--- src/bco_params.svh ---
`ifndef BCO_PARAMS_SVH
`define BCO_PARAMS_SVH
`define BCO_CLK_HZ        10000000
`define BCO_MS_PER_S      1000
`define BCO_TICK_CYCLES   (`BCO_CLK_HZ / `BCO_MS_PER_S)
`define BCO_PULSE_MIN_MS  16'h0032
`define BCO_PULSE_MAX_MS  16'h03E8
`define BCO_PULSE_DEF_MS  16'h012C
`define BCO_EARLY_MIN_MS  16'h0064
`define BCO_OPER_MS       16'h0096
`define BCO_SYNC_DEF_MS   16'h03E8
`define BCO_SW_DEF_MS     16'h0000
`define BCO_FILT_DEF_MS   16'h0014
`define BCO_MS_ZERO       16'h0000
`define BCO_MS_ONE        16'h0001
`endif

--- src/bco_pkg.sv ---
package bco_pkg;
  typedef enum logic [1:0] {
    BCO_ST_MID = 2'b00,
    BCO_ST_OFF = 2'b01,
    BCO_ST_ON  = 2'b10,
    BCO_ST_BAD = 2'b11
  } bco_state_t;

  typedef struct packed {
    logic       valid;
    logic       value;
  } bco_oper_t;

  typedef struct packed {
    logic       strobe;
    bco_state_t value;
  } bco_event_t;
endpackage

--- src/bco_ms_timer.sv ---
`timescale 1ns/1ps
`include "bco_params.svh"
// ************************************************************
// one-millisecond tick from the system clock
// ************************************************************
module bco_ms_timer #(
  parameter int TICK_CYCLES = `BCO_TICK_CYCLES
) (
  input  wire logic CLOCK,
  input  wire logic RST,
  output logic      TICK
);
  logic [23:0] count;

  always_ff @(posedge CLOCK) begin
    if (RST) begin
      count <= 24'h00_0000;
      TICK  <= 1'b0;
    end else if (count == 24'(TICK_CYCLES - 1)) begin
      count <= 24'h00_0000;
      TICK  <= 1'b1;
    end else begin
      count <= count + 24'h00_0001;
      TICK  <= 1'b0;
    end
  end
endmodule // bco_ms_timer

--- src/bco_breaker_out.sv ---
// What this block does
// - accepted open command drives off pulse for configured duration
// - accepted close command drives on pulse for configured duration
// - sync-ok false for whole wait limit after close triggers sync switch
// - each breaker operation gives a 150 ms activity pulse
// - status change without command or external indication flags unexpected
// - closed output is filtered closed status
// - opened output is filtered open status
// - counter increments when activity pulse goes active
// - operator reset clears counter at any time
// - state change raises event carrying one of four states
// - operate command off or on becomes open or close pulse
// - pulse duration 50 to 1000 ms, default 300 ms
// - confirmed switching ends pulse early, never before 100 ms
// - zero sync-switch limit never raises sync trigger
// - state from closed and open inputs: mid, off, on, bad
`timescale 1ns/1ps
`include "bco_params.svh"
module bco_breaker_out #(
  parameter int TICK_CYCLES = `BCO_TICK_CYCLES,
  parameter int CNT_W       = 32,
  parameter int FILT_MS     = `BCO_FILT_DEF_MS
) (
  input  wire logic                CLOCK,
  input  wire logic                RST,
  input  wire logic                LOCAL_ENABLE,
  input  wire logic                REMOTE_ENABLE,
  input  wire logic                ENABLE_OFF,
  input  wire logic                ENABLE_ON,
  input  wire logic                BLOCK_OPERATION,
  input  wire logic                SYNC_CHECK_USED,
  input  wire logic                SYNCHRONISM_GOOD,
  input  wire logic                OPEN_STATUS_INPUT,
  input  wire logic                CLOSED_STATUS_INPUT,
  input  wire logic                EXTERNAL_SWITCH_INDICATION,
  input  wire bco_pkg::bco_oper_t  BREAKER_COMMAND_CHANNEL,
  input  wire logic [15:0]         PULSE_MS,
  input  wire logic [15:0]         SYNC_WAIT_LIMIT,
  input  wire logic [15:0]         SYNC_SWITCH_LIMIT,
  input  wire logic                COUNTER_RESET,
  output logic                     OFF_COMMAND_PULSE,
  output logic                     ON_COMMAND_PULSE,
  output logic                     SYNC_SWITCH_TRIGGER,
  output logic                     OPERATION_PULSE,
  output logic                     UNEXPECTED_STATE_CHANGE,
  output logic                     CLOSED,
  output logic                     OPENED,
  output logic [CNT_W-1:0]         OPERATION_COUNT,
  output bco_pkg::bco_event_t      STATE_EVENT
);
  // ************************************************************
  // timebase and input synchronisers
  // ************************************************************
  logic tick;

  bco_ms_timer #(.TICK_CYCLES(TICK_CYCLES)) u_tick (
    .CLOCK (CLOCK),
    .RST   (RST),
    .TICK  (tick)
  );

  logic [2:0] raw_in;
  logic       open_in;
  logic       closed_in;
  logic       ext_in;

  assign raw_in = {EXTERNAL_SWITCH_INDICATION, CLOSED_STATUS_INPUT,
                   OPEN_STATUS_INPUT};

  // three stages per pin; a change counts once stages two and three agree
  for (genvar g = 0; g < 3; g++) begin : g_sync
    logic [2:0] stage;
    logic       clean;

    always_ff @(posedge CLOCK) begin
      if (RST)
        stage <= 3'h0;
      else
        stage <= {stage[1:0], raw_in[g]};
    end

    always_ff @(posedge CLOCK) begin
      if (RST)
        clean <= 1'b0;
      else if (stage[1] == stage[2])
        clean <= stage[2];
    end
  end

  assign open_in   = g_sync[0].clean;
  assign closed_in = g_sync[1].clean;
  assign ext_in    = g_sync[2].clean;

  // ************************************************************
  // state encoding, filtered outputs and state event
  // ************************************************************
  bco_pkg::bco_state_t state_now;
  bco_pkg::bco_state_t state_seen;
  logic [15:0]         filt_ms;
  logic                state_changed;

  assign state_now = bco_pkg::bco_state_t'({closed_in, open_in});
  assign state_changed = (state_now != state_seen);

  // status must hold steady FILT_MS before the filtered outputs follow
  always_ff @(posedge CLOCK) begin
    if (RST) begin
      state_seen <= bco_pkg::BCO_ST_MID;
      filt_ms    <= `BCO_MS_ZERO;
      CLOSED     <= 1'b0;
      OPENED     <= 1'b0;
    end else begin
      state_seen <= state_now;
      if (state_changed)
        filt_ms <= `BCO_MS_ZERO;
      else if (tick && filt_ms != 16'(FILT_MS))
        filt_ms <= filt_ms + `BCO_MS_ONE;
      if (filt_ms == 16'(FILT_MS) && !state_changed) begin
        CLOSED <= (state_now == bco_pkg::BCO_ST_ON);
        OPENED <= (state_now == bco_pkg::BCO_ST_OFF);
      end
    end
  end

  always_ff @(posedge CLOCK) begin
    if (RST)
      STATE_EVENT <= '{strobe: 1'b0, value: bco_pkg::BCO_ST_MID};
    else
      STATE_EVENT <= '{strobe: state_changed, value: state_now};
  end

  // ************************************************************
  // command acceptance and pulse timing
  // ************************************************************
  logic        authorised;
  logic        want_off;
  logic        want_on;
  logic        sync_wait;
  logic [15:0] sync_ms;
  logic [15:0] sw_ms;
  logic        sw_wait;
  logic [15:0] pulse_ms;
  logic [15:0] pulse_len;
  logic        cmd_recent;

  assign authorised = (LOCAL_ENABLE || REMOTE_ENABLE) && !BLOCK_OPERATION;
  assign want_off = BREAKER_COMMAND_CHANNEL.valid &&
                    !BREAKER_COMMAND_CHANNEL.value;
  assign want_on  = BREAKER_COMMAND_CHANNEL.valid &&
                    BREAKER_COMMAND_CHANNEL.value;
  // out-of-range settings are clamped rather than refused
  assign pulse_len = (PULSE_MS < `BCO_PULSE_MIN_MS) ? `BCO_PULSE_MIN_MS :
                     (PULSE_MS > `BCO_PULSE_MAX_MS) ? `BCO_PULSE_MAX_MS :
                     PULSE_MS;

  logic busy;
  logic go_off;
  logic go_on;
  logic close_ok;
  logic confirmed;

  assign busy = OFF_COMMAND_PULSE || ON_COMMAND_PULSE || sync_wait || sw_wait;
  assign go_off = !busy && want_off && authorised && ENABLE_OFF;
  assign close_ok = !SYNC_CHECK_USED || SYNCHRONISM_GOOD;
  assign go_on = (!busy && want_on && authorised && ENABLE_ON && close_ok) ||
                 (sync_wait && SYNCHRONISM_GOOD);
  assign confirmed = (OFF_COMMAND_PULSE && state_now == bco_pkg::BCO_ST_OFF) ||
                     (ON_COMMAND_PULSE && state_now == bco_pkg::BCO_ST_ON);

  always_ff @(posedge CLOCK) begin
    if (RST) begin
      OFF_COMMAND_PULSE <= 1'b0;
      ON_COMMAND_PULSE  <= 1'b0;
      pulse_ms          <= `BCO_MS_ZERO;
    end else if (go_off || go_on) begin
      OFF_COMMAND_PULSE <= go_off;
      ON_COMMAND_PULSE  <= go_on;
      pulse_ms          <= `BCO_MS_ZERO;
    end else if (OFF_COMMAND_PULSE || ON_COMMAND_PULSE) begin
      if (pulse_ms >= pulse_len ||
          (confirmed && pulse_ms >= `BCO_EARLY_MIN_MS)) begin
        OFF_COMMAND_PULSE <= 1'b0;
        ON_COMMAND_PULSE  <= 1'b0;
      end else if (tick) begin
        pulse_ms <= pulse_ms + `BCO_MS_ONE;
      end
    end
  end

  // ************************************************************
  // synchro-check wait and synchro-switch trigger
  // ************************************************************
  always_ff @(posedge CLOCK) begin
    if (RST) begin
      sync_wait <= 1'b0;
      sync_ms   <= `BCO_MS_ZERO;
    end else if (!busy && want_on && authorised && ENABLE_ON &&
                 !close_ok) begin
      sync_wait <= 1'b1;
      sync_ms   <= `BCO_MS_ZERO;
    end else if (sync_wait) begin
      if (SYNCHRONISM_GOOD || sync_ms >= SYNC_WAIT_LIMIT)
        sync_wait <= 1'b0;
      else if (tick)
        sync_ms <= sync_ms + `BCO_MS_ONE;
    end
  end

  // trigger stays high while waiting for the synchro-switch to close
  always_ff @(posedge CLOCK) begin
    if (RST) begin
      sw_wait             <= 1'b0;
      sw_ms               <= `BCO_MS_ZERO;
      SYNC_SWITCH_TRIGGER <= 1'b0;
    end else if (sync_wait && !SYNCHRONISM_GOOD &&
                 sync_ms >= SYNC_WAIT_LIMIT &&
                 SYNC_SWITCH_LIMIT != `BCO_MS_ZERO) begin
      sw_wait             <= 1'b1;
      sw_ms               <= `BCO_MS_ZERO;
      SYNC_SWITCH_TRIGGER <= 1'b1;
    end else if (sw_wait) begin
      if (sw_ms >= SYNC_SWITCH_LIMIT || state_now == bco_pkg::BCO_ST_ON) begin
        sw_wait             <= 1'b0;
        SYNC_SWITCH_TRIGGER <= 1'b0;
      end else if (tick) begin
        sw_ms <= sw_ms + `BCO_MS_ONE;
      end
    end
  end

  // ************************************************************
  // operation pulse, counter and unexpected change
  // ************************************************************
  logic [15:0] oper_ms;
  logic        operation;

  assign operation = state_changed &&
    (state_now == bco_pkg::BCO_ST_ON || state_now == bco_pkg::BCO_ST_OFF);

  always_ff @(posedge CLOCK) begin
    if (RST) begin
      OPERATION_PULSE <= 1'b0;
      oper_ms         <= `BCO_MS_ZERO;
    end else if (operation) begin
      OPERATION_PULSE <= 1'b1;
      oper_ms         <= `BCO_MS_ZERO;
    end else if (OPERATION_PULSE) begin
      if (oper_ms >= `BCO_OPER_MS)
        OPERATION_PULSE <= 1'b0;
      else if (tick)
        oper_ms <= oper_ms + `BCO_MS_ONE;
    end
  end

  always_ff @(posedge CLOCK) begin
    if (RST || COUNTER_RESET)
      OPERATION_COUNT <= '0;
    else if (operation && !OPERATION_PULSE &&
             OPERATION_COUNT != {CNT_W{1'b1}})
      OPERATION_COUNT <= OPERATION_COUNT + CNT_W'(1);
  end

  // a command is "recent" while its off or on pulse runs or the synchro-switch wait lasts
  assign cmd_recent = OFF_COMMAND_PULSE || ON_COMMAND_PULSE || sw_wait;

  always_ff @(posedge CLOCK) begin
    if (RST)
      UNEXPECTED_STATE_CHANGE <= 1'b0;
    else if (operation)
      UNEXPECTED_STATE_CHANGE <= !cmd_recent && !ext_in;
  end
endmodule // bco_breaker_out

--- config.mk ---
export PLATFORM = sky130hd
export DESIGN_NAME = bco_breaker_out
export DESIGN_NICKNAME = d
export VERILOG_FILES = /design/src/bco_pkg.sv /design/src/bco_ms_timer.sv /design/src/bco_breaker_out.sv
export VERILOG_INCLUDE_DIRS = /design/src
export SDC_FILE = /design/constraint.sdc
export NUM_CORES = 1
export LEC_CHECK = 0
export BUFFER_PORTS_ARGS = -buffer_cell sky130_fd_sc_hd__buf_2
export CAP_MARGIN = 30
export CORE_MARGIN = 2
export CORE_UTILIZATION = 39
export DETAILED_ROUTE_END_ITERATION = 16
export GPL_ROUTABILITY_DRIVEN = 0
export GPL_TIMING_DRIVEN = 0
export PLACE_DENSITY = 0.64
export SETUP_SLACK_MARGIN = 0.3
export SKIP_LAST_GASP = 1
export SLEW_MARGIN = 20
export SYNTH_ARGS = -nofsm -noshare
export SYNTH_HDL_FRONTEND = slang
export SYNTH_SLANG_ARGS = --single-unit
--- constraint.sdc ---
create_clock -name CLOCK -period 7.02 [get_ports CLOCK]
set_input_delay 0 -clock CLOCK [delete_from_list [all_inputs] [get_ports CLOCK]]
set_output_delay 0 -clock CLOCK [all_outputs]
set_load 0.02 [all_outputs]
# Word-level counts from Yosys, hierarchy flattened
# Index checks and enable logic that the tools add are counted.
[classes]
n_addsub = 7
n_lt_le_gt_ge = 7
n_eq_ne = 10
n_mux = 19
bitwise_logic = 4
n_reduce_logical = 65
[op_table]
columns = ["cell", "count"]
rows = [
  ["$add 16x1->16 const B", 5],
  ["$ge 16x16->1", 3],
  ["$add 32x1->32 const B", 1],
  ["$mux 16", 2],
  ["$ne 32x32->1 const B", 1],
  ["$add 24x1->24 const B", 1],
  ["$eq 24x14->1 const B", 1],
  ["$logic_and 1x1->1", 24],
  ["$mux 1", 17],
  ["$eq 16x5->1 const B", 1],
  ["$ge 16x7->1 const B", 1],
  ["$ge 16x8->1 const B", 1],
  ["$gt 16x10->1 const B", 1],
  ["$lt 16x6->1 const B", 1],
  ["$ne 16x5->1 const B", 1],
  ["$reduce_bool 16->1", 1],
  ["$logic_or 1x1->1", 14],
  ["$reduce_and 3->1", 4],
  ["$reduce_or 2->1", 6],
  ["$logic_not 1->1", 10],
  ["$reduce_bool 2->1", 4],
  ["$not 1->1", 4],
  ["$reduce_and 2->1", 2],
  ["$eq 1x1->1", 3],
  ["other kinds (3)", 3],
]
[totals]
regBits = 161
input_bits = 63

# Depth between registers and ports, before layout
# Gate-level depths: netlist (run 1).
[logic_depth]
ltp_word = 12
ltp_mapped = 14
depth_no_buf = 12

# Cells and area by module
# Synthesis (run 1) repeated with hierarchy kept, for this count alone.
[unflattened]
cells_unflattened = 1030
area_unflattened_um2 = 8657.1
[by_module_without_submodules]
columns = ["mod", "instances", "cells_per_inst", "area_per_inst_um2", "seq_area_each_um2"]
rows = [
  ["bco_breaker_out", 1, 900, 7490.9, 2722.6],
  ["bco_ms_timer", 1, 130, 1166.1, 500.5],
]

# Worst setup path after synthesis (run 1)
# No wires, ideal clock.
[synth_path]
path_kind = "input port to flip-flop"
startpoint = "input PULSE_MS[1]"
endpoint = "register pulse_ms[14]"
setup_time_ns = 0.070
t_arrival_ns = 2.558
setup_slack_ns = 4.392
cell_stages = 13
cell_sequence = "or3_1 a21oi_1 nor3_1 nor2_1 and3_1 ha_1 nor3b_1 o21ai_0 a32o_1 nand3b_4 clkbuf_1 or4_1 a21oi_1"
[synth_via]
elab_chain_cells = 7
word_cells_on_any_way = 8
classes_between = "order compare (3); mux (2); bitwise (1); reduce/logical (2)"
[synth_lines]
columns = ["item", "line_no", "rtl"]
rows = [
  ["start: declaration", "bco_breaker_out.sv:37", "input wire logic [15:0] PULSE_MS,"],
  ["$gt 16x10->1 (no source line)", "n/a", ""],
  ["$mux 16", "bco_breaker_out.sv:153", "(PULSE_MS > `BCO_PULSE_MAX_MS) ? `BCO_PULSE_MAX_MS :"],
  ["$mux 16 (*)", "bco_breaker_out.sv:152", "assign pulse_len = (PULSE_MS < `BCO_PULSE_MIN_MS) ? `BCO_PULSE_MIN_MS :"],
  ["$ge 16x16->1 (*)", "bco_breaker_out.sv:180", "if (pulse_ms >= pulse_len ||"],
  ["$logic_or 1x1->1 (*)", "bco_breaker_out.sv:180", ""],
  ["$not 1->1 (no source line) (*)", "n/a", ""],
  ["$reduce_and 3->1 (no source line) (*)", "n/a", ""],
  ["end signal: assignment", "bco_breaker_out.sv:174", "pulse_ms <= `BCO_MS_ZERO;"],
  ["end signal: assignment", "bco_breaker_out.sv:178", "pulse_ms <= `BCO_MS_ZERO;"],
  ["end signal: assignment", "bco_breaker_out.sv:185", "pulse_ms <= pulse_ms + `BCO_MS_ONE;"],
  ["end: declaration", "bco_breaker_out.sv:142", "logic [15:0] pulse_ms;"],
]
# Every way passes the cells marked *; elsewhere a longest branch is shown, timed or not.
# A chain may end at the register's enable or synchronous reset.

# Worst setup path in the final report (run 1)
[layout_path]
startpoint = "register sw_ms[0]"
endpoint = "register sw_ms[1]"
[layout_via]
elab_chain_cells = 4
word_cells_on_any_way = 5
classes_between = "add/sub (1); order compare (1); bitwise (1); reduce/logical (2)"
[layout_lines]
columns = ["item", "line_no", "rtl"]
rows = [
  ["start: declaration", "bco_breaker_out.sv:140", "logic [15:0] sw_ms;"],
  ["start signal: assignment", "bco_breaker_out.sv:213", "sw_ms <= `BCO_MS_ZERO;"],
  ["start signal: assignment", "bco_breaker_out.sv:219", "sw_ms <= `BCO_MS_ZERO;"],
  ["start signal: assignment", "bco_breaker_out.sv:226", "sw_ms <= sw_ms + `BCO_MS_ONE;"],
  ["$ge 16x16->1", "bco_breaker_out.sv:222", "if (sw_ms >= SYNC_SWITCH_LIMIT || state_now == bco_pkg::BCO_ST_ON) begin"],
  ["$logic_or 1x1->1", "bco_breaker_out.sv:222", ""],
  ["$not 1->1 (no source line)", "n/a", ""],
  ["$reduce_and 3->1 (no source line)", "n/a", ""],
]
# Several ways; a longest one is shown, not always the timed one.

==> results.md, run 1 <==
- The data required time of the worst path is 7.31 ns.
- The leading cell type in the layout, fill and taps excluded is sky130_fd_sc_hd__dfxtp_1.
- The final hold violation count came to 0.
- The number of buffers and inverters on the critical path is 3.
- For this configuration, the core starts out at a cell density of 0.394.
- The buffer depth of the longest clock path is 2.
- The die span in x is roughly 150 µm.
- Detailed placement ended at an HPWL of 15,100 µm.
- After the flow finishes, the layout carries non-filler instances totaling around 1,500.
- The net count of the finished layout is between 1,000 and 1,500.
- The post-placement cell count is 1,417.
- The number of buffers inserted during clock tree synthesis is 17.
- Setup repair after global routing left no endpoint under its margin.
- The initialized floorplan defines 54 standard-cell rows.
- The number of nets still failing antenna checks after routing is 0.
- The core area is approximately 22,000 µm².
- During synthesis, Yosys emitted a total of 0 warnings.
- In this run, synthesis produced a sequential element count of 161.
- The worst-case IR drop observed on VDD is 0.157 mV.
- The path class of the tightest hold or removal check is in -> reg.
- The fraction of power consumed by sequential logic is 0.480.
- The count of boundary I/O pins is between 100 and 150.
- Entering global routing, the biggest net connects 17 pins.
- Of all nets on the critical path, the largest fanout is 10.
- The clock share of power is 0.481.
- The total routed wirelength is just over 20,000 µm.
- The initial antenna violation count is 0.
- Clock tree synthesis selected as its root buffer the cell sky130_fd_sc_hd__clkbuf_16.
- The worst clock skew on the final layout is 0.0126 ns.
- The async set or reset register ratio after synthesis is 0.
- The worst-case headroom to the max-slew limit is 0.481.
- The share of the Yosys chip area taken by registers is 0.377.
- The run finished with clean final reports.
- Synthesis produced 1,029 cells.
- The average detailed-routed wire length per instance is roughly 14 µm.
- For this run, the total global-route usage over all layers was measured as 0.177.
- The startpoint type of the worst setup path is a flip-flop.
- The fraction of layout instances using a drive strength above 1 is 0.129.
- For this run, design rule violations remaining after detail routing come to 0.
- The die height is 152 µm.
- After clock tree synthesis, the setup repair step added 0 buffers.
- The routed design could run at a clock period as short as 2.90 ns.
- The area growth from synthesis to final layout is 17.9%.
- For this design the static power due to leakage is roughly 4.0 nW.
- The cell depth of the worst hold path is 2.
- The internal cell power is 0.00149 W.
- The number of global-route vias before repair came to 7,316.
- The signal on the critical path passes through inv_1 > ha_1 > nand2b_1 > a2111oi_0 > o41a_1 > o21ai_1 > buf_2 > buf_2 > mux2i_1 > nor2_1.
- The number of gates resized after CTS was 0.
- The mean cell area of the mapped netlist is 8.31 µm².
- The H-tree generated during clock tree synthesis spans 4 levels.
- In this run the cell area of the synthesized design comes to 8550 µm².
- The remaining global-route overflow is 0.
- The clock tree from TritonCTS is built.
- The top cell types in the final layout, fill and taps aside, are sky130_fd_sc_hd__dfxtp_1 (161), sky130_fd_sc_hd__nor2_1 (117), sky130_fd_sc_hd__buf_2 (108).
- Fill cells in the final layout number 2,133.
- The data arrival time of the critical path is roughly 3.2 ns.
- The cell repeated most along the worst path is sky130_fd_sc_hd__buf_2.
- The predominant post-synthesis flop cell is sky130_fd_sc_hd__dfxtp_1.
- The number of search-and-repair iterations in the first detailed-routing pass is 5.
- The switching power as a share of total power is 0.222.
- The clock reaches the later pin of the worst-skew pair after 0.43 ns.
- The reported net switching power is 0.000425 W.
- The delay of the slowest cell on the worst path is around 0.52 ns.
- The die area is 23,100 µm².
- The slowest stage of the critical path is the sky130_fd_sc_hd__o21ai_1 cell.
- The combinational group share of total power is 0.039.
- The number of cells on the worst reg-to-reg path is 10.
- Power spread over the standard cell area amounts to 190 nW/µm².
- The number of clock sinks is 161.
- Adding up every negative setup slack in the final design gives 0 ns.
- The critical path class is reg -> reg.
- The critical path runs through a total of 10 cells.
- The reported max-cap violation count is 0.
- For this run, the top clock speed supported by timing is 344 MHz.
- Setup violations remaining at the end of the flow were counted as 0.
- The top cell family by delay on the critical path is compound AO/OA/AOI/OAI gates.
- The netlist uses 61 different library cells.
- The final worst-path cycle share is 0.414.
- The number of antenna diodes in the final layout is 0.
- In this run the tool buffered the top-level ports with around 100 buffer cells.
- Clock-pin slew was measured on the worst setup and hold paths at 0.06 ns.
- For the pin with the worst max-slew slack, the measured transition is 0.778 ns.
- The number of max-slew violations in the final report is 0.
- Dividing the detail-routed via count by the number of cells gives 5.30.
- The first-pass GRT wire length is 34,800 µm.
- The final design utilization is 0.465.
- The total number of vias is 7,712.
- The number of flops mapped to enable cells by yosys is 0.
- The hold buffer count at CTS is 6.
- The iteration-0 DRC count of the detailed router is 407.
- The worst setup path is captured at a flip-flop.
## through the flow
stage	hold WS, ns	worst slack, ns	power [W]	cell area (µm²)
after floorplan	0.0793	4.39	0.000979	8570
after global placement	0.213	3.90	0.00101	9440
after detailed placement	0.218	3.89	0.00101	9440
after CTS	0.0626	4.06	0.00193	10100
after global routing	0.0923	3.83	0.00199	10100
final	0.0691	4.12	0.00192	10100
## cells in the mapped netlist (19+ instances only)
| cell type | number | share of area |
|---|---|---|
| sky130_fd_sc_hd__a21oi_1 | 69 | 0.040 |
| sky130_fd_sc_hd__and3_1 | 23 | 0.017 |
| sky130_fd_sc_hd__clkbuf_1 | 25 | 0.011 |
| sky130_fd_sc_hd__dfxtp_1 | 161 | 0.38 |
| sky130_fd_sc_hd__ha_1 | 60 | 0.088 |
| sky130_fd_sc_hd__inv_1 | 61 | 0.027 |
| sky130_fd_sc_hd__nand2_1 | 70 | 0.031 |
| sky130_fd_sc_hd__nand3_1 | 60 | 0.035 |
| sky130_fd_sc_hd__nand4_1 | 37 | 0.027 |
| sky130_fd_sc_hd__nor2_1 | 117 | 0.051 |
| sky130_fd_sc_hd__nor3_1 | 20 | 0.012 |
| sky130_fd_sc_hd__o21ai_0 | 30 | 0.018 |
| sky130_fd_sc_hd__o31ai_1 | 29 | 0.025 |
| sky130_fd_sc_hd__or3_1 | 19 | 0.014 |
| sky130_fd_sc_hd__or4_1 | 30 | 0.026 |
| sky130_fd_sc_hd__xnor2_1 | 25 | 0.026 |
| sky130_fd_sc_hd__xor2_1 | 44 | 0.045 |
## worst paths after layout
kind	from	slack [ns]	end
min	RST	0.07	g_sync[2].stage[2]
max reg2reg	sw_ms[0]	4.12	sw_ms[1]
min reg2reg	g_sync[0].stage[0]	0.43	g_sync[0].stage[1]
max	sw_ms[0]	4.12	sw_ms[1]
## cells by family (layout without fill, tap and decap cells)
kind of cell	Yosys count	in the layout	synth area share
AND/OR/NAND/NOR	453	453	0.277
AO/OA/AOI/OAI	183	183	0.135
flip-flops	161	161	0.377
buffers and inverters	94	234	0.0429
XOR/XNOR	69	69	0.0706
adder cells (fa/ha/maj)	60	60	0.0878
multiplexers	8	8	0.00936
other	1	6	0.000438
## registers in the layout (all words and copies together), names as in the netlist, 3 cells and up
name,cells
OPERATION_COUNT,32
STATE_EVENT,3
filt_ms,16
g_sync.stage,9
oper_ms,16
pulse_ms,16
sw_ms,16
sync_ms,16
u_tick.count,24
## final cells by class
type,instances,area (µm²),share of cell area
Timing Repair Buffer,109,576,0.0571
Sequential cell,161,3220,0.320
Clock inverter,11,131,0.0130
Clock buffer,20,457,0.0453
Inverter,61,229,0.0227
Buffer,33,138,0.0136
Tap cell,280,350,0.0347
Multi-Input combinational cell,779,4980,0.494
## layer usage
metal,vias up,global-route usage,wire [µm]
met5,-,0,0
met4,0,0.0476,267
met3,18,0.0351,670
met2,130,0.288,9350
met1,3609,0.242,9880
li1,3955,-,-
## power by group through the flow
stage,clock network (W),registers (W),logic [W]
final,0.000922,0.000920,0.0000744
after global placement,0,0.000941,0.0000716
after global routing,0.000983,0.000920,0.0000857
after CTS,0.000938,0.000920,0.0000755
after detailed placement,0,0.000941,0.0000729
after floorplan,0,0.000940,0.0000382
## worst reg2reg max path: cells and delay by family, from the launching register on
family	cells	cell delay, ns
fa+ha+maj	1	0.26
buf+inv	3	0.72
mux	1	0.22
compound gates	3	1.05
flops	1	0.37
simple gates	2	0.14
Note: power is estimated with default switching activity, not from simulation.
==> run 2: changes to the inputs <==
--- a/config.mk
+++ b/config.mk
@@ -13,7 +13,7 @@
 export DETAILED_ROUTE_END_ITERATION = 16
 export GPL_ROUTABILITY_DRIVEN = 0
 export GPL_TIMING_DRIVEN = 0
-export PLACE_DENSITY = 0.64
+export PLACE_DENSITY = 0.66
 export SETUP_SLACK_MARGIN = 0.3
 export SKIP_LAST_GASP = 1
 export SLEW_MARGIN = 20
==> constraint.sdc (replaced) <==
create_clock -name CLOCK -period 2.6 [get_ports CLOCK]
set_input_delay 0 -clock CLOCK [delete_from_list [all_inputs] [get_ports CLOCK]]
set_output_delay 0 -clock CLOCK [all_outputs]
set_load 0.02 [all_outputs]
==> run 2 against run 1 <==
Design area grew 9.7%. Critical endpoint is now pulse_ms[2]. Sequential share of layout area shrank 2.6 points. First-iteration DRC count shrank 1.5%. Highest routed layer unchanged. Via count grew 4.0%. Sequential cell count is the same.
==> results.md, run 2 (synthesis gave the netlist of run 1 again) <==
- The least setup slack across all paths after layout is 0.238 ns (was 4.12 ns).
- The pre-CTS setup slack is -0.295 ns (was 3.89 ns).
- The worst slack on hold paths is 0.0330 ns (was 0.0691 ns).
- The total routed wirelength is 21,500 µm (was 20,200 µm).
- The register with the most flip-flops is OPERATION_COUNT (unchanged).
- The fraction of layout instances using a drive strength above 1 is 0.246 (was 0.129).
- The buffer depth of the longest clock path came to 2 (unchanged).
- The final setup violation count is 0 (unchanged).
- The clock-pin slew reported for the worst setup and hold paths after clock tree synthesis is 0.06 ns (about the same).
- The switching power as a share of total power is 0.215 (was 0.222).
- The depth of the CTS H-tree is 4 (unchanged).
- The count of input and output buffers was 103 (unchanged).
- The post-placement cell area is 9460 µm² (was 9440 µm²).
- The area of all placed cells without fillers is 11,100 µm² (was 10,100 µm²).
- The cell at the slowest stage of the critical path is sky130_fd_sc_hd__or4_4 (was sky130_fd_sc_hd__o21ai_1).
- The buffer cell driving the clock tree root was sky130_fd_sc_hd__clkbuf_16 (unchanged).
- Most used cells in the layout excluding fill and tap cells: sky130_fd_sc_hd__dfxtp_1 (141), sky130_fd_sc_hd__nor2_1 (115), sky130_fd_sc_hd__buf_2 (103) (was sky130_fd_sc_hd__dfxtp_1 (161), sky130_fd_sc_hd__nor2_1 (117), sky130_fd_sc_hd__buf_2 (108)).
- The kind of end point of the critical path is a flip-flop (unchanged).
- The count of boundary I/O pins is 105 (unchanged).
- The maximum number of pins on one net before global-route repair is 17 (unchanged).
- The core area was 21,700 µm² (unchanged).
- The accumulated negative setup slack was 0 ns (unchanged).
- Critical-path cell list: inv_2 > ha_1 > nor3b_2 > o21ai_1 > a32o_1 > nand3b_4 > buf_8 > or4_4 > a21oi_2 (was inv_1 > ha_1 > nand2b_1 > a2111oi_0 > o41a_1 > o21ai_1 > buf_2 > buf_2 > mux2i_1 > nor2_1).
- The first-pass GRT wire length is 35,100 µm (was 34,800 µm).
- The internal cell power was 0.00415 W (was 0.00149 W).
- The latest clock arrival within the worst-skew pair came to 0.42 ns (was 0.43 ns).
- Unrepaired setup endpoints after global routing: true (was false).
- The maximum achievable frequency is 423 MHz (was 344 MHz).
- The pin slew with the least headroom to its limit is 0.737 ns (was 0.778 ns).
- The number of buffers inserted during clock tree synthesis was 17 (unchanged).
- The average detailed-routed wire length per instance came to 14.4 µm (was 13.9 µm).
- The number of clock sinks is 161 (unchanged).
- The clock tree from TritonCTS is built (unchanged).
- The reported net switching power is 0.00113 W (was 0.000425 W).
- The initial antenna violation count is 0 (unchanged).
- The sum of internal, switching and leakage power is 0.00528 W (was 0.00192 W).
- The worst clock skew on the final layout is 0.0104 ns (was 0.0126 ns).
- The flip-flop count of the largest register after layout is 32 (unchanged).
- The leading cell type in the layout, fill and taps excluded is sky130_fd_sc_hd__dfxtp_1 (unchanged).
- The post-detailed-placement half-perimeter wirelength is 15,000 µm (was 15,100 µm).
- The number of buffers and inverters on the critical path came to 2 (was 3).
- The static leakage power is 4.32 nW (was 3.98 nW).
- The die height is 152 µm (unchanged).
- The final worst-path cycle share is 0.909 (was 0.414).
- The number of global-route vias before repair was 7,333 (was 7,316).
- The die area was 23,100 µm² (unchanged).
- Biggest regs: OPERATION_COUNT (32), u_tick.count (24) (unchanged).
- The reported max-cap violation count is 0 (unchanged).
- The combinational group share of total power is 0.044 (was 0.039).
- The number of diodes added for antenna fixing is 0 (unchanged).
- The number of max-slew violations in the final report is 0 (unchanged).
- The worst-case headroom to the max-slew limit is 0.508 (was 0.481).
- The total power per unit cell area is 477 nW/µm² (was 190 nW/µm²).
- The worst hold-check path type is in -> reg (unchanged).
- The data arrival time of the critical path is 2.71 ns (was 3.20 ns).
- The critical path class is reg -> reg (unchanged).
- The remaining global-route overflow was 0 (unchanged).
- The largest fanout of any net on the critical path is 8 (was 10).
- The die span in x is 152 µm (unchanged).
- The startpoint type of the worst setup path is a flip-flop (unchanged).
- The total routing resource utilization after global routing came to 0.179 (was 0.177).
- The number of search-and-repair iterations in the first detailed-routing pass is 5 (unchanged).
- Status: completed (unchanged).
- The remaining routing DRC violations is 0 (unchanged).
- The top cell family by delay on the critical path is simple AND/OR/NAND/NOR gates (was compound AO/OA/AOI/OAI gates).
- The number of nets still failing antenna checks after routing is 0 (unchanged).
- The clock share of power was 0.486 (was 0.481).
- The data required time of the worst path was 2.95 ns (was 7.31 ns).
- The via-per-instance ratio is 5.39 (was 5.30).
- The final net count is 1,319 (was 1,285).
- The clock period minus final worst setup slack is 2.36 ns (was 2.90 ns).
- The final hold violation count is 0 (unchanged).
- The delay of the slowest cell on the worst path came to 0.42 ns (was 0.52 ns).
- The worst vdd rail ir drop is 0.474 mV (was 0.157 mV).
- The iteration-0 DRC count of the detailed router is 401 (was 407).
- The initial standard-cell utilization of the core is 0.394 (unchanged).
- The number of core rows is 54 (unchanged).
- The area growth from synthesis to final layout is 29.3% (was 17.9%).
- The fraction of power consumed by sequential logic is 0.471 (was 0.480).
- The total number of vias is 8,019 (was 7,712).
[run 2: cell count changes in the layout (fill, tap and decap cells not counted), sizes merged]
cell / change
inv: -1
clkinvlp: -3
o21ai: +1
dlygate4sd3: -1
clkbuf: +5
buf: +34
[run 2: metrics by stage]
step / cells / utilization
after floorplan: 1034 / -
after global placement: 1417 / 0.436
after detailed placement: 1417 / 0.436
after CTS: 1471 / 0.483
after global routing: 1489 / 0.510
final: 1489 / 0.510
[run 2: per-layer routing]
layer	vias to the layer above	track usage	part of all wire	wire (µm)
met5	-	0	0	0
li1	4040	-	-	-
met3	19	0.0339	0.040	855
met1	3802	0.239	0.47	10000
met2	158	0.297	0.48	10400
met4	0	0.0454	0.0099	212
[run 2: power by group through the flow]
stage	clock [W]	combinational [W]	sequential [W]
6_report	0.00256	0.000230	0.00248
5_1_grt	0.00273	0.000259	0.00248
4_1_cts	0.00262	0.000215	0.00248
2_1_floorplan	0	0.000103	0.00254
3_3_place_gp	0	0.000191	0.00254
3_5_place_dp	0	0.000195	0.00254
[run 2: path summary, 6_finish.rpt]
kind,endpoint,start,slack [ns],cells past startpoint
worst max-delay path,pulse_ms[2],pulse_ms[0],0.24,9
worst min-delay path,g_sync[2].stage[1],RST,0.03,2
worst max register to register,pulse_ms[2],pulse_ms[0],0.24,9
worst min register to register,g_sync[1].stage[1],g_sync[1].stage[0],0.44,1
[run 2: repair_timing]
| item | 4_1_cts | 5_1_grt |
|---|---|---|
| pin swaps | 26 | 29 |
| setup buffers | 16 | 16 |
| hold buffers | 5 | 0 |
| gates cloned | 1 | 2 |
| endpoints found under the setup margin | 92 | 88 |
| endpoints found under the hold margin | 5 | 0 |
| resized for setup | 45 | 111 |
[run 2: layout make-up]
type / instances / area [µm²]
clock buffer: 25 / 515
tap: 280 / 350
buffer: 33 / 211
multi-input combinational: 780 / 5550
sequential: 161 / 3250
fill: 2020 / 10600
timing repair buffer: 142 / 856
clock inverter: 7 / 96.3
inverter: 61 / 229
==> run 3: changes to the inputs <==
--- a/config.mk
+++ b/config.mk
@@ -14,7 +14,6 @@
 export GPL_ROUTABILITY_DRIVEN = 0
 export GPL_TIMING_DRIVEN = 0
 export PLACE_DENSITY = 0.66
-export SETUP_SLACK_MARGIN = 0.3
 export SKIP_LAST_GASP = 1
 export SLEW_MARGIN = 20
 export SYNTH_ARGS = -nofsm -noshare
==> run 3 against run 2 <==
Clock skew barely moved. Sequential power barely moved. Worst setup slack got worse by 0.12 ns. Global-route usage fell by 0.33 points. Sequential cell count did not move. Critical path depth did not move. Critical path type unchanged. Highest routed layer unchanged.
==> results.md, run 3 (synthesis gave the netlist of run 1 again) <==
- The count of input and output buffers is 103 (unchanged).
- The register with the most flip-flops is OPERATION_COUNT (unchanged).
- The post-detailed-placement half-perimeter wirelength is 15,100 µm (was 15,000 µm).
- The remaining routing DRC violations is 0 (unchanged).
- The static leakage power is 4.08 nW (was 4.32 nW).
- The critical path class is reg -> reg (unchanged).
- The largest fanout of any net on the critical path is 10 (was 8).
- The initial standard-cell utilization of the core is 0.394 (unchanged).
- The maximum achievable frequency is 403 MHz (was 423 MHz).
- Unrepaired setup endpoints after global routing: true (unchanged).
- The number of diodes added for antenna fixing was 0 (unchanged).
- The die span in x is 152 µm (unchanged).
- The final setup violation count is 0 (unchanged).
- The iteration-0 DRC count of the detailed router is 433 (was 401).
- The first element of the critical path is sync_ms[11] (was pulse_ms[0]).
- The clock tree from TritonCTS is built (unchanged).
- The buffer depth of the longest clock path was 2 (unchanged).
- The worst hold-check path type was in -> reg (unchanged).
- The number of nets still failing antenna checks after routing is 0 (unchanged).
- The worst clock skew on the final layout was 0.0106 ns (was 0.0104 ns).
- The number of search-and-repair iterations in the first detailed-routing pass came to 7 (was 5).
- The die height came to 152 µm (unchanged).
- The total power per unit cell area is 501 nW/µm² (was 477 nW/µm²).
- The total routing resource utilization after global routing is 0.175 (was 0.179).
- The latest clock arrival within the worst-skew pair is 0.43 ns (was 0.42 ns).
- The accumulated negative setup slack is 0 ns (unchanged).
- The die area is 23,100 µm² (unchanged).
- The reported max-cap violation count is 0 (unchanged).
- The buffer cell driving the clock tree root is sky130_fd_sc_hd__clkbuf_16 (unchanged).
- The total number of vias is 7,857 (was 8,019).
- The flip-flop count of the largest register after layout is 32 (unchanged).
- The number of global-route vias before repair is 7,154 (was 7,333).
- The area growth from synthesis to final layout was 20.6% (was 29.3%).
- The final design utilization is 0.475 (was 0.510).
- The remaining global-route overflow was 0 (unchanged).
- The depth of the CTS H-tree was 4 (unchanged).
- The clock-pin slew reported for the worst setup and hold paths after clock tree synthesis came to 0.06 ns (about the same).
- Biggest regs: OPERATION_COUNT (32), u_tick.count (24) (unchanged).
- The number of clock sinks is 161 (unchanged).
- The capturing instance or port of the critical path is sync_ms[14] (was pulse_ms[2]).
- The worst reg-to-reg path cell count is 9 (unchanged).
- The final worst-path cycle share is 0.954 (was 0.909).
- The maximum number of pins on one net before global-route repair came to 20 (was 17).
- The average detailed-routed wire length per instance is 14.0 µm (was 14.4 µm).
- The core area is 21,700 µm² (unchanged).
- The number of max-slew violations in the final report is 0 (unchanged).
- The final net count is 1,297 (was 1,319).
- The pin slew with the least headroom to its limit came to 0.845 ns (was 0.737 ns).
- The data arrival time of the critical path is 2.79 ns (was 2.71 ns).
- The total routed wirelength is 20,600 µm (was 21,500 µm).
- Most used cells in the layout excluding fill and tap cells: sky130_fd_sc_hd__dfxtp_1 (157), sky130_fd_sc_hd__nor2_1 (117), sky130_fd_sc_hd__buf_2 (106) (was sky130_fd_sc_hd__dfxtp_1 (141), sky130_fd_sc_hd__nor2_1 (115), sky130_fd_sc_hd__buf_2 (103)).
- The final-layout fill cell count is 2,153 (was 2,020).
- The leading cell type in the layout, fill and taps excluded is sky130_fd_sc_hd__dfxtp_1 (unchanged).
- The fraction of layout instances using a drive strength above 1 is 0.163 (was 0.246).
- The final hold violation count was 0 (unchanged).
- The kind of end point of the critical path is a flip-flop (unchanged).
- The critical register-to-register path endpoint is sync_ms[14] (was pulse_ms[2]).
- The number of buffers inserted during clock tree synthesis is 17 (unchanged).
- The via-per-instance ratio is 5.36 (was 5.39).
- The startpoint type of the worst setup path is a flip-flop (unchanged).
- The register-to-register setup slack is 0.12 ns (was 0.24 ns).
- The data required time of the worst path is 2.90 ns (was 2.95 ns).
- The critical register-to-register path startpoint is sync_ms[11] (was pulse_ms[0]).
- The worst vdd rail ir drop is 0.466 mV (was 0.474 mV).
- The initial antenna violation count came to 0 (unchanged).
- Status: completed (unchanged).
- The clock period minus final worst setup slack came to 2.48 ns (was 2.36 ns).
- The number of core rows is 54 (unchanged).
- The worst-case headroom to the max-slew limit is 0.436 (was 0.508).
- The count of boundary I/O pins is 105 (unchanged).
- The first-pass GRT wire length is 34,400 µm (was 35,100 µm).
[run 3: cell types whose count changed in the layout (fill, tap and decap cells not counted), sizes merged]
cell    before  now
buf        145  126
clkbuf      50   42
clkinv       4    7
inv         62   64
o21ai       37   36
[run 3: worst max-delay path, stage by stage (launching register included)]
cell	delay, ns
sky130_fd_sc_hd__dfxtp_2	0.35
sky130_fd_sc_hd__ha_1	0.29
sky130_fd_sc_hd__and3_4	0.19
sky130_fd_sc_hd__a221o_1	0.37
sky130_fd_sc_hd__a211oi_4	0.30
sky130_fd_sc_hd__o21ai_2	0.11
sky130_fd_sc_hd__buf_6	0.15
sky130_fd_sc_hd__clkbuf_2	0.21
sky130_fd_sc_hd__o31ai_1	0.29
sky130_fd_sc_hd__a21oi_1	0.10
[run 3: report_power, final]
group / switching, W / total, W / leakage [nW] / internal [W]
sequential: 0.00000744 / 0.00248 / 1.30 / 0.00248
combinational: 0.000123 / 0.000207 / 2.50 / 0.0000841
clock: 0.00103 / 0.00247 / 0.288 / 0.00144
[run 3: area by class of cell]
class                   instances  area, µm²  share of cell area
plain buffers                  32        159              0.0154
clock buffers                  19        443              0.0430
clock inverters                12        133              0.0129
inverters                      61        229              0.0222
multi-input cells             779       5100               0.495
flip-flops and latches        161       3230               0.313
well taps                     280        350              0.0340
repair buffers                122        671              0.0650
[run 3: worst min path at each step]
| stage | startpoint | endpoint | slack (ns) | cells past startpoint |
|---|---|---|---|---|
| CTS | COUNTER_RESET | OPERATION_COUNT[1] | 0.04 | 4 |
| detailed placement | EXTERNAL_SWITCH_INDICATION | g_sync[2].stage[0] | 0.21 | 2 |
| floorplan | SYNCHRONISM_GOOD | sync_wait | 0.08 | 1 |
| global placement | EXTERNAL_SWITCH_INDICATION | g_sync[2].stage[0] | 0.21 | 2 |
| global route | COUNTER_RESET | OPERATION_COUNT[1] | 0.06 | 4 |
| finish | BREAKER_COMMAND_CHANNEL[0] | ON_COMMAND_PULSE | 0.05 | 5 |
[run 3: stage by stage]
stage | worst slack [ns] | instance area [µm²] | power, W | hold slack, ns | instances
detailed placement | -0.471 | 9450 | 0.00274 | 0.214 | 1417
global route | -0.0346 | 10300 | 0.00535 | 0.0644 | 1466
global placement | -0.386 | 9450 | 0.00273 | 0.211 | 1417
floorplan | 0.0111 | 8590 | 0.00264 | 0.0793 | 1034
finish | 0.120 | 10300 | 0.00516 | 0.0481 | 1466
CTS | 0.0220 | 10100 | 0.00521 | 0.0380 | 1454
[run 3: repair_timing]
| action | CTS | global route |
|---|---|---|
| hold buffers | 5 | 0 |
| setup buffers | 2 | 12 |
| resized for setup | 10 | 26 |
| hold endpoints to repair | 6 | 0 |
| pin swaps | 3 | 10 |
| endpoints found under the setup margin | 33 | 60 |
[run 3: routing by layer]
layer | vias to the layer above | track usage | part of all wire
li1 | 3980 | - | -
met1 | 3677 | 0.237 | 0.48
met2 | 174 | 0.285 | 0.46
met3 | 26 | 0.0331 | 0.040
met4 | 0 | 0.0525 | 0.014
met5 | - | 0 | 0
